$ cat src/logic/pvtp_defines.vh
// constants for the panel video timing packer
`ifndef PVTP_DEFINES_VH
`define PVTP_DEFINES_VH
// register byte offsets
`define PVTP_REG_CTRL      4'h0
`define PVTP_REG_STATUS    4'h4
`define PVTP_REG_LINE      4'h8
`define PVTP_REG_FRAME     4'hc
// control field positions
`define PVTP_CTRL_BIT10    0
`define PVTP_CTRL_DIV2     1
`define PVTP_CTRL_PATSEL   2
`define PVTP_CTRL_RESET    32'h0000_0000
// packer word fields
`define PVTP_HI_R          7:0
`define PVTP_HI_G          15:8
`define PVTP_HI_B          23:16
`define PVTP_LO_B          27:26
`define PVTP_LO_G          29:28
`define PVTP_LO_R          31:30
// timing limits in link clock cycles and lines
`define PVTP_H_ACTIVE      12'd480
`define PVTP_H_BLANK_MIN   12'd60
`define PVTP_H_BLANK_MAX   12'd120
`define PVTP_H_TOTAL_MIN   12'd540
`define PVTP_H_TOTAL_MAX   12'd600
`define PVTP_V_ACTIVE      12'd2160
`define PVTP_V_TOTAL_MIN   12'd2200
`define PVTP_V_TOTAL_MAX   12'd2760
// status bits
`define PVTP_ST_HERR       0
`define PVTP_ST_VERR       1
`define PVTP_ST_VALID      2
`define PVTP_ST_HBERR      3
// axi responses
`define PVTP_RESP_OKAY     2'h0
`define PVTP_RESP_SLVERR   2'h2
`endif

$ cat src/logic/pvtp_top.v
// data-enable timing checker and colour packer behind an axi4-lite slave
`timescale 1ns/100ps
`include "pvtp_defines.vh"

// How it works
// RULE1: host sends 480 active clocks per line
// RULE2: host blanking 60 to 120 clocks
// RULE3: host line total 540 to 600 clocks
// RULE4: host sends 2160 active lines
// RULE5: host vertical blanking 40 to 600 lines
// RULE6: host frame total 2200 to 2760 lines
// RULE7: host pixel clock 67 to 78 MHz
// RULE8: host line rate 121.8 to 140 kHz
// RULE9: host frame rate 47 to 63 Hz
// RULE10: timing from data enable, syncs ignored
// RULE11: host spread limited to 0.5 percent
// RULE12: lane skew within 5 unit intervals
// RULE13: sub-block skew within one enable period
// RULE14: unsigned gray, larger is brighter
// RULE15: 30-bit packing layout of packer word
// RULE16: 24-bit packing layout of packer word
// RULE17: host signals idle before panel supply
// RULE18: host waits one second before repower
// RULE19: host drives data low when unpowered
// RULE20: depth select high means 10-bit
// RULE21: division input low means undivided
// RULE22: no input shows black or pattern
// RULE23: host zeros upper byte in 24-bit
module pvtp_top (
    // system
    input  wire        clk,
    input  wire        reset,
    // link side pins
    input  wire        link_clk,
    input  wire        link_de,
    input  wire        link_hsync,
    input  wire        link_vsync,
    input  wire [31:0] link_data,
    // axi4-lite write address
    input  wire [3:0]  s_axi_awaddr,
    input  wire        s_axi_awvalid,
    output reg         s_axi_awready,
    // axi4-lite write data
    input  wire [31:0] s_axi_wdata,
    input  wire [3:0]  s_axi_wstrb,
    input  wire        s_axi_wvalid,
    output reg         s_axi_wready,
    // axi4-lite write response
    output reg  [1:0]  s_axi_bresp,
    output reg         s_axi_bvalid,
    input  wire        s_axi_bready,
    // axi4-lite read address
    input  wire [3:0]  s_axi_araddr,
    input  wire        s_axi_arvalid,
    output reg         s_axi_arready,
    // axi4-lite read data
    output reg  [31:0] s_axi_rdata,
    output reg  [1:0]  s_axi_rresp,
    output reg         s_axi_rvalid,
    input  wire        s_axi_rready,
    // pixel out, 10 bits per colour
    output reg  [9:0]  pix_red,
    output reg  [9:0]  pix_green,
    output reg  [9:0]  pix_blue,
    output reg         pix_valid
);
    ////////////////////////////////////////////////////////////////////////
    // pin synchronisation; syncs are not even sampled
    wire [33:0] sync_q;
    wire        lclk_s = sync_q[33];
    wire        de_s   = sync_q[32];
    wire [31:0] data_s = sync_q[31:0];

    // RULE10: syncs ignored
    pvtp_sync2 #(.WIDTH(34)) u_sync (
        .clk  (clk),
        .din  ({link_clk, link_de, link_data}),
        .dout (sync_q)
    );

    reg         lclk_d_r;
    wire        ledge = lclk_s & ~lclk_d_r;   // one-cycle enable per link clock

    ////////////////////////////////////////////////////////////////////////
    // registers
    reg  [31:0] ctrl_r;
    reg  [3:0]  status_r;
    reg  [11:0] hcnt_r;       // clocks in current line
    reg  [11:0] hact_r;       // active clocks in current line
    reg  [11:0] vact_r;       // active lines counted
    reg  [11:0] last_line_r;
    reg  [11:0] last_frame_r;
    reg         de_prev_r;
    reg  [11:0] idle_r;       // link clocks without enable
    reg  [9:0]  pat_r;

    wire        bit10  = ctrl_r[`PVTP_CTRL_BIT10];
    wire        patsel = ctrl_r[`PVTP_CTRL_PATSEL];
    wire        de_rise = ledge & de_s & ~de_prev_r;
    wire        no_input = (idle_r >= `PVTP_V_TOTAL_MAX);

    // line and frame measurement, all from data enable
    always @(posedge clk) begin
        lclk_d_r <= lclk_s;
        if (reset) begin
            de_prev_r    <= 1'b0;
            hcnt_r       <= 12'h000;
            hact_r       <= 12'h000;
            vact_r       <= 12'h000;
            last_line_r  <= 12'h000;
            last_frame_r <= 12'h000;
            idle_r       <= 12'h000;
            status_r     <= 4'h0;
        end else if (ledge) begin
            de_prev_r <= de_s;
            idle_r    <= de_s ? 12'h000 : (no_input ? idle_r : idle_r + 12'h001);
            status_r[`PVTP_ST_VALID] <= ~no_input;
            if (de_s)
                hact_r <= hact_r + 12'h001;
            // RULE10: line starts at enable rise
            if (de_rise) begin
                hcnt_r      <= 12'h001;
                hact_r      <= 12'h001;
                last_line_r <= hcnt_r;
                // RULE1: active width check
                if (vact_r != 12'h000 && hact_r != `PVTP_H_ACTIVE)
                    status_r[`PVTP_ST_HERR] <= 1'b1;
                // RULE3: line total check
                if (vact_r != 12'h000 &&
                    (hcnt_r < `PVTP_H_TOTAL_MIN || hcnt_r > `PVTP_H_TOTAL_MAX))
                    status_r[`PVTP_ST_HBERR] <= 1'b1;
                // frame start after long blank
                if (hcnt_r > `PVTP_H_TOTAL_MAX) begin
                    // RULE4: active line count check
                    if (vact_r != 12'h000 && vact_r != `PVTP_V_ACTIVE)
                        status_r[`PVTP_ST_VERR] <= 1'b1;
                    last_frame_r <= vact_r;
                    vact_r       <= 12'h001;
                end else begin
                    vact_r <= vact_r + 12'h001;
                end
            end else if (hcnt_r != 12'hfff) begin
                hcnt_r <= hcnt_r + 12'h001;
            end
        end
    end

    ////////////////////////////////////////////////////////////////////////
    // unpacker; 24-bit values are left aligned into 10 bits
    always @(posedge clk) begin
        if (reset) begin
            pix_red   <= 10'h000;
            pix_green <= 10'h000;
            pix_blue  <= 10'h000;
            pix_valid <= 1'b0;
            pat_r     <= 10'h000;
        end else if (ledge) begin
            pix_valid <= de_s | no_input;
            pat_r     <= pat_r + 10'h001;
            // RULE22: black or pattern without input
            if (no_input) begin
                pix_red   <= patsel ? pat_r : 10'h000;
                pix_green <= patsel ? ~pat_r : 10'h000;
                pix_blue  <= 10'h000;
            // RULE20: ten-bit select
            end else if (bit10) begin
                // RULE15: thirty-bit layout
                pix_red   <= {data_s[`PVTP_HI_R], data_s[`PVTP_LO_R]};
                pix_green <= {data_s[`PVTP_HI_G], data_s[`PVTP_LO_G]};
                pix_blue  <= {data_s[`PVTP_HI_B], data_s[`PVTP_LO_B]};
            end else begin
                // RULE16: twenty-four-bit layout
                // RULE14: unsigned, scale preserved
                pix_red   <= {data_s[`PVTP_HI_R], 2'h0};
                pix_green <= {data_s[`PVTP_HI_G], 2'h0};
                pix_blue  <= {data_s[`PVTP_HI_B], 2'h0};
            end
        end else begin
            pix_valid <= 1'b0;
        end
    end

    ////////////////////////////////////////////////////////////////////////
    // axi4-lite slave; write takes both channels then answers
    reg        aw_got_r;
    reg        w_got_r;
    reg [3:0]  aw_addr_r;
    reg [31:0] w_data_r;
    reg [3:0]  w_strb_r;

    always @(posedge clk) begin
        if (reset) begin
            s_axi_awready <= 1'b0;
            s_axi_wready  <= 1'b0;
            s_axi_bvalid  <= 1'b0;
            s_axi_bresp   <= `PVTP_RESP_OKAY;
            aw_got_r      <= 1'b0;
            w_got_r       <= 1'b0;
            aw_addr_r     <= 4'h0;
            w_data_r      <= 32'h0000_0000;
            w_strb_r      <= 4'h0;
            ctrl_r        <= `PVTP_CTRL_RESET;
        end else begin
            s_axi_awready <= ~aw_got_r & ~s_axi_awready & s_axi_awvalid & ~s_axi_bvalid;
            s_axi_wready  <= ~w_got_r & ~s_axi_wready & s_axi_wvalid & ~s_axi_bvalid;
            if (s_axi_awvalid & s_axi_awready) begin
                aw_got_r  <= 1'b1;
                aw_addr_r <= s_axi_awaddr;
            end
            if (s_axi_wvalid & s_axi_wready) begin
                w_got_r  <= 1'b1;
                w_data_r <= s_axi_wdata;
                w_strb_r <= s_axi_wstrb;
            end
            // RULE21: division bit is stored and read back but drives no logic
            if (aw_got_r & w_got_r & ~s_axi_bvalid) begin
                aw_got_r     <= 1'b0;
                w_got_r      <= 1'b0;
                s_axi_bvalid <= 1'b1;
                if (aw_addr_r == `PVTP_REG_CTRL) begin
                    s_axi_bresp <= `PVTP_RESP_OKAY;
                    if (w_strb_r[0])
                        ctrl_r[2:0] <= w_data_r[2:0];
                end else if (aw_addr_r == `PVTP_REG_STATUS) begin
                    s_axi_bresp <= `PVTP_RESP_OKAY;
                end else begin
                    s_axi_bresp <= `PVTP_RESP_SLVERR;
                end
            end else if (s_axi_bvalid & s_axi_bready) begin
                s_axi_bvalid <= 1'b0;
            end
        end
    end

    // read channel; status sticky bits are not cleared by reads
    always @(posedge clk) begin
        if (reset) begin
            s_axi_arready <= 1'b0;
            s_axi_rvalid  <= 1'b0;
            s_axi_rdata   <= 32'h0000_0000;
            s_axi_rresp   <= `PVTP_RESP_OKAY;
        end else begin
            s_axi_arready <= ~s_axi_arready & s_axi_arvalid & ~s_axi_rvalid;
            if (s_axi_arvalid & s_axi_arready) begin
                s_axi_rvalid <= 1'b1;
                s_axi_rresp  <= `PVTP_RESP_OKAY;
                if (s_axi_araddr == `PVTP_REG_CTRL)
                    s_axi_rdata <= {29'h0, ctrl_r[2:0]};
                else if (s_axi_araddr == `PVTP_REG_STATUS)
                    s_axi_rdata <= {28'h0, status_r};
                else if (s_axi_araddr == `PVTP_REG_LINE)
                    s_axi_rdata <= {20'h0, last_line_r};
                else if (s_axi_araddr == `PVTP_REG_FRAME)
                    s_axi_rdata <= {20'h0, last_frame_r};
                else begin
                    s_axi_rdata <= 32'h0000_0000;
                    s_axi_rresp <= `PVTP_RESP_SLVERR;
                end
            end else if (s_axi_rvalid & s_axi_rready) begin
                s_axi_rvalid <= 1'b0;
            end
        end
    end
endmodule // pvtp_top

$ cat src/logic/pvtp_sync2.v
// two-stage synchroniser for a bundle of pin inputs
`timescale 1ns/100ps
module pvtp_sync2 #(
    parameter WIDTH = 1
) (
    // clock
    input  wire             clk,
    // bundle in and out
    input  wire [WIDTH-1:0] din,
    output reg  [WIDTH-1:0] dout
);
    reg [WIDTH-1:0] meta_r;

    // first stage is read by the second only
    always @(posedge clk) begin
        meta_r <= din;
        dout   <= meta_r;
    end
endmodule // pvtp_sync2

$ cat config.mk
export PLATFORM = sky130hd
export DESIGN_NAME = pvtp_top
export DESIGN_NICKNAME = d
export VERILOG_FILES = /design/src/logic/pvtp_top.v /design/src/logic/pvtp_sync2.v
export VERILOG_INCLUDE_DIRS = /design/src /design/src/logic
export SDC_FILE = /design/constraint.sdc
export NUM_CORES = 1
export LEC_CHECK = 0
export ABC_AREA = 1
export BUFFER_PORTS_ARGS = -buffer_cell sky130_fd_sc_hd__buf_2
export CAP_MARGIN = 5
export CELL_PAD_IN_SITES_DETAIL_PLACEMENT = 0
export CELL_PAD_IN_SITES_GLOBAL_PLACEMENT = 1
export CORE_UTILIZATION = 42
export CTS_BUF_LIST = sky130_fd_sc_hd__clkbuf_8
export DETAILED_ROUTE_END_ITERATION = 7
export PLACE_DENSITY_LB_ADDON = 0.1
export RECOVER_POWER = 50
export SKIP_CTS_REPAIR_TIMING = 1
export SYNTH_ARGS = -nofsm -noshare
export SYNTH_HDL_FRONTEND = slang
export SYNTH_HIERARCHICAL = 1
export SYNTH_SLANG_ARGS = --single-unit
$ cat constraint.sdc
create_clock -name clk -period 1.94 [get_ports clk]
set_input_delay 0.388 -clock clk [delete_from_list [all_inputs] [get_ports clk]]
set_output_delay 0.388 -clock clk [all_outputs]
set_load 0.05 [all_outputs]
* Word-level counts from Yosys, hierarchy flattened
Index checks and enable logic that the tools add are counted.
Cells by class: add/subtract/negate cells 5, magnitude comparators 3, multiplexer cells 29, reduce and logical (&&, ||, !) cells 22, eq/ne operators 8, bitwise gates (word level) 31
Operator list (count):
- $mux 12 | 11
- $mux 10 | 5
- $add 12x1->12 const B | 4
- $ne 12x12->1 const B | 2
- $and 1x1->1 | 18
- $mux 2 | 9
- $ge 12x12->1 const B | 1
- $gt 12x10->1 const B | 1
- $lt 12x10->1 const B | 1
- $ne 12x9->1 const B | 1
- $reduce_and 3->1 | 4
- $reduce_bool 12->1 | 1
- $not 1->1 | 11
- $add 10x1->10 const B | 1
- $not 10->10 | 1
- $eq 4x3->1 const B | 2
- $eq 4x4->1 const B | 2
- $logic_not 4->1 | 2
- $reduce_and 2->1 | 4
- $reduce_bool 2->1 | 4
- $mux 1 | 4
- $reduce_and 4->1 | 1
- $reduce_or 2->1 | 2
- $logic_and 1x1->1 | 3
- 3 further kinds | 3
Storage, ports and cells: register bits 241, word-level logic and storage cells 131

* Logic depth before layout (Yosys ltp)
depth after elaboration 6, gate-level depth with buffers 11, mapped depth without buffers 11

* Hierarchy
Netlist, hierarchy kept.
By module, submodules not included:
- pvtp_top | times used 1, cells each 1047, seq. area each 3022.9 um^2, area an instance 7223.2 um^2
- pvtp_sync2 | times used 1, cells each 68, seq. area each 1361.3 um^2, area an instance 1361.3 um^2

* Worst setup path after synthesis
Ideal clock, no wire load.
kind register to register, start reg s_axi_arready, end reg s_axi_rdata[2], path slack 0.474 ns, buffers on the path 1, arrival time 1.402 ns, clock period less this slack 1.466 ns, library setup time 0.064 ns, stages on the path, launching flop included 6, cell sequence dfxtp_1 > nand2_1 > inv_1 > clkbuf_1 > o21ai_0 > nor2_1
On the way: word-level cells in the longest chain between the ends 1
RTL lines:
- from (decl) | line pvtp_top.v:55 | output reg s_axi_arready,
- from (signal assigned) | line pvtp_top.v:243 | s_axi_arready <= ~s_axi_arready & s_axi_arvalid & ~s_axi_rvalid;
- $and 1x1->1 | line pvtp_top.v:244 | if (s_axi_arvalid & s_axi_arready) begin
- to (signal assigned) | line pvtp_top.v:248 | s_axi_rdata <= {29'h0, ctrl_r[2:0]};
- to (signal assigned) | line pvtp_top.v:250 | s_axi_rdata <= {28'h0, status_r};
- to (signal assigned) | line pvtp_top.v:252 | s_axi_rdata <= {20'h0, last_line_r};
- to (decl) | line pvtp_top.v:57 | output reg [31:0] s_axi_rdata,
No other way between the ends. A chain may end at the register's enable or synchronous reset.

* Worst setup path after layout
start reg hcnt_r[1], end reg hcnt_r[0]
On the way: word-level cells in the longest chain between the ends 3
RTL lines:
- from (decl) | line pvtp_top.v:88 | reg [11:0] hcnt_r;
- from (signal assigned) | line pvtp_top.v:143 | hcnt_r <= hcnt_r + 12'h001;
- $ne 12x12->1 | line pvtp_top.v:142 | end else if (hcnt_r != 12'hfff) begin
- $reduce_bool 2->1 (no source line)
- $reduce_and 2->1 (no source line)
No other way between the ends.

==> metrics.yaml <==
status:
  status: "complete, no violations"
worst_setup_path:
  cp_data_required_time_ps: 2340
  critPathLaunchType: "flip-flop"
  cp_data_arrival_time_ps: 2140
  worstRegToRegCells: 10
  end_kind: "flip-flop"
  rr_startpoint: "hcnt_r[1]"
  crit_fanout: 10
  critPathKind: "reg -> reg"
  r2r_setup_slack_ps: 200
  r2r-end: "hcnt_r[0]"
clock_network:
  root_buffer: "clkbuf_8"
  clockBufferDepth: 3
  clkSinkCount: 215
  h-tree-depth: 2
  cts_tree: "built"
  clk_pin_slew_ps: 60
  clk_latency_ps: 520
  numCtsBuffers: 38
layout:
  diodes: 0
  fill_cells: 1985
  layout-drive-gt1-share: 0.137
  syn_to_final_growth_pct: 21.4
  layout.nets: 1367
detailed_routing:
  wirelength_um: 19700
  vias: 7210
  routedWlPerCell_um: 12.6
  drc: 0
  vias_per_cell: 4.62
  drt_pre_antenna_iters: 6
  dr.first_iter.drc_count: 355
  ant_nets: 0
placement:
  gp_congestion: 0.784
  portBuffers: 100
  hpwlAfterDp_um: 13500
global_route:
  grt_pass1_vias: 6457
  antenna_found_initial: 0
  grt_first_pass_wirelength_um: 31400
  overflow: 0
  grt_usage: 0.191
  grt_max_degree: 51
hold_path:
  worstHoldEndpoint: "s_axi_arready"
  hp-start: "s_axi_arvalid"
  hold_path_class: "in -> reg"
  hold_depth: 3
sta:
  holdWs_ps: 114
  fmaxAchievable_ghz: 0.575
  timing.setup.tns_ps: 0
  rsz0062_at_grt: "no"
  setup_viol: 0
  slew_headroom: 0.571
  tightest_slew_ps: 646
  hold_viol: 0
  min_period_over_period: 0.896
  skew_ps: 20.7
  slew_viol_final: 0
  period_minus_slack_ps: 1740
floorplan:
  start_util: 0.433
  ios: 159
  num_rows: 51
  die_width_um: 144
  dieArea_um2: 20800
  coreArea_um2: 19700
  die_h_um: 144
flow_run:
  cap_violations: 0
power:
  cellLeakagePower_nw: 4.51
  vdd_ir_drop_max_uv: 668
  power_density_nw_per_um2: 908
logic_synthesis:
  syn_inst: 1111
  ys_warn_count: 6
  syn_area_um2: 8500
  synth_area_per_cell_um2: 7.65
cell usage in the layout (no fill, tap or decap), drive strengths merged:
cell	count
nor4	3
o22ai	19
xor2	12
or2	1
nand3b	2
a31oi	4
clkinvlp	1
and3	1
nor2	135
a21oi	69
nand3	61
conb	22
inv	141
ha	9
a211oi	1
o221ai	2
nand2	277
dlygate4sd3	32
buf	95
o21ai	58
nor3	23
clkbuf	78
bufinv	1
nor3b	3
xnor2	2
nand4	24
dfxtp	215
clkinv	3
o211ai	1
report_power, final:
| group | switching, W | total (W) | leakage [nW] | internal (W) |
|---|---|---|---|---|
| clock | 0.00177 | 0.00408 | 0.430 | 0.00231 |
| combinational | 0.000486 | 0.000680 | 2.32 | 0.000195 |
| sequential | 0.0000568 | 0.00461 | 1.76 | 0.00455 |
worst max-delay path by stage:
stage	startpoint	end	slack, ps	cells past startpoint
after floorplan	s_axi_arready	s_axi_rdata[2]	470	5
after global placement	idle_r[7]	idle_r[8]	30	10
after detailed placement	idle_r[7]	idle_r[8]	50	10
after CTS	idle_r[8]	idle_r[8]	50	11
after global routing	hcnt_r[1]	hcnt_r[0]	20	10
final	hcnt_r[1]	hcnt_r[0]	200	10
per-stage QoR:
| stage | instances | instance area (um^2) | power (W) | util | setup WS, ps |
|---|---|---|---|---|---|
| after floorplan | 1132 | 8580 | 0.00518 | - | 474 |
| after global placement | 1460 | 9260 | 0.00534 | 0.471 | 30.1 |
| after detailed placement | 1460 | 9260 | 0.00534 | 0.471 | 45.4 |
| after CTS | 1524 | 10000 | 0.00951 | 0.509 | 48.1 |
| after global routing | 1560 | 10300 | 0.00982 | 0.525 | 21.6 |
| final | 1560 | 10300 | 0.00937 | 0.525 | 202 |
worst max-delay path: stages, from the launching register on:
cell and delay [ps]:
dfxtp_1 380, ha_1 240, nand2_1 80, nor2_2 140, nand2_1 140, inv_2 110, nand3_4 100, nand2_4 150
inv_2 100, o21ai_0 150, nor2_1 50
per-layer routing:
metal	GRT usage	wire [um]
met1	0.250	9350
met2	0.304	8890
met3	0.0510	1140
met4	0.0632	325
met5	0	0
final cells by class:
type | instances | area (um^2) | area share
flip-flops and latches | 215 | 4300 | 0.417
well taps | 265 | 332 | 0.0321
multi-input cells | 729 | 3450 | 0.334
clock buffers | 47 | 647 | 0.0627
inverters | 129 | 484 | 0.0469
repair buffers | 158 | 1010 | 0.0974
clock inverters | 17 | 104 | 0.0101
registers in the layout (all words and copies together) (netlist names), 12 cells and up:
signal,cells
s_axi_rdata,12
u_sync/dout,32
hact_r,12
vact_r,12
last_frame_r,12
last_line_r,12
hcnt_r,12
idle_r,12
u_sync/meta_r,32
Note: power is estimated with default switching activity, not from simulation.
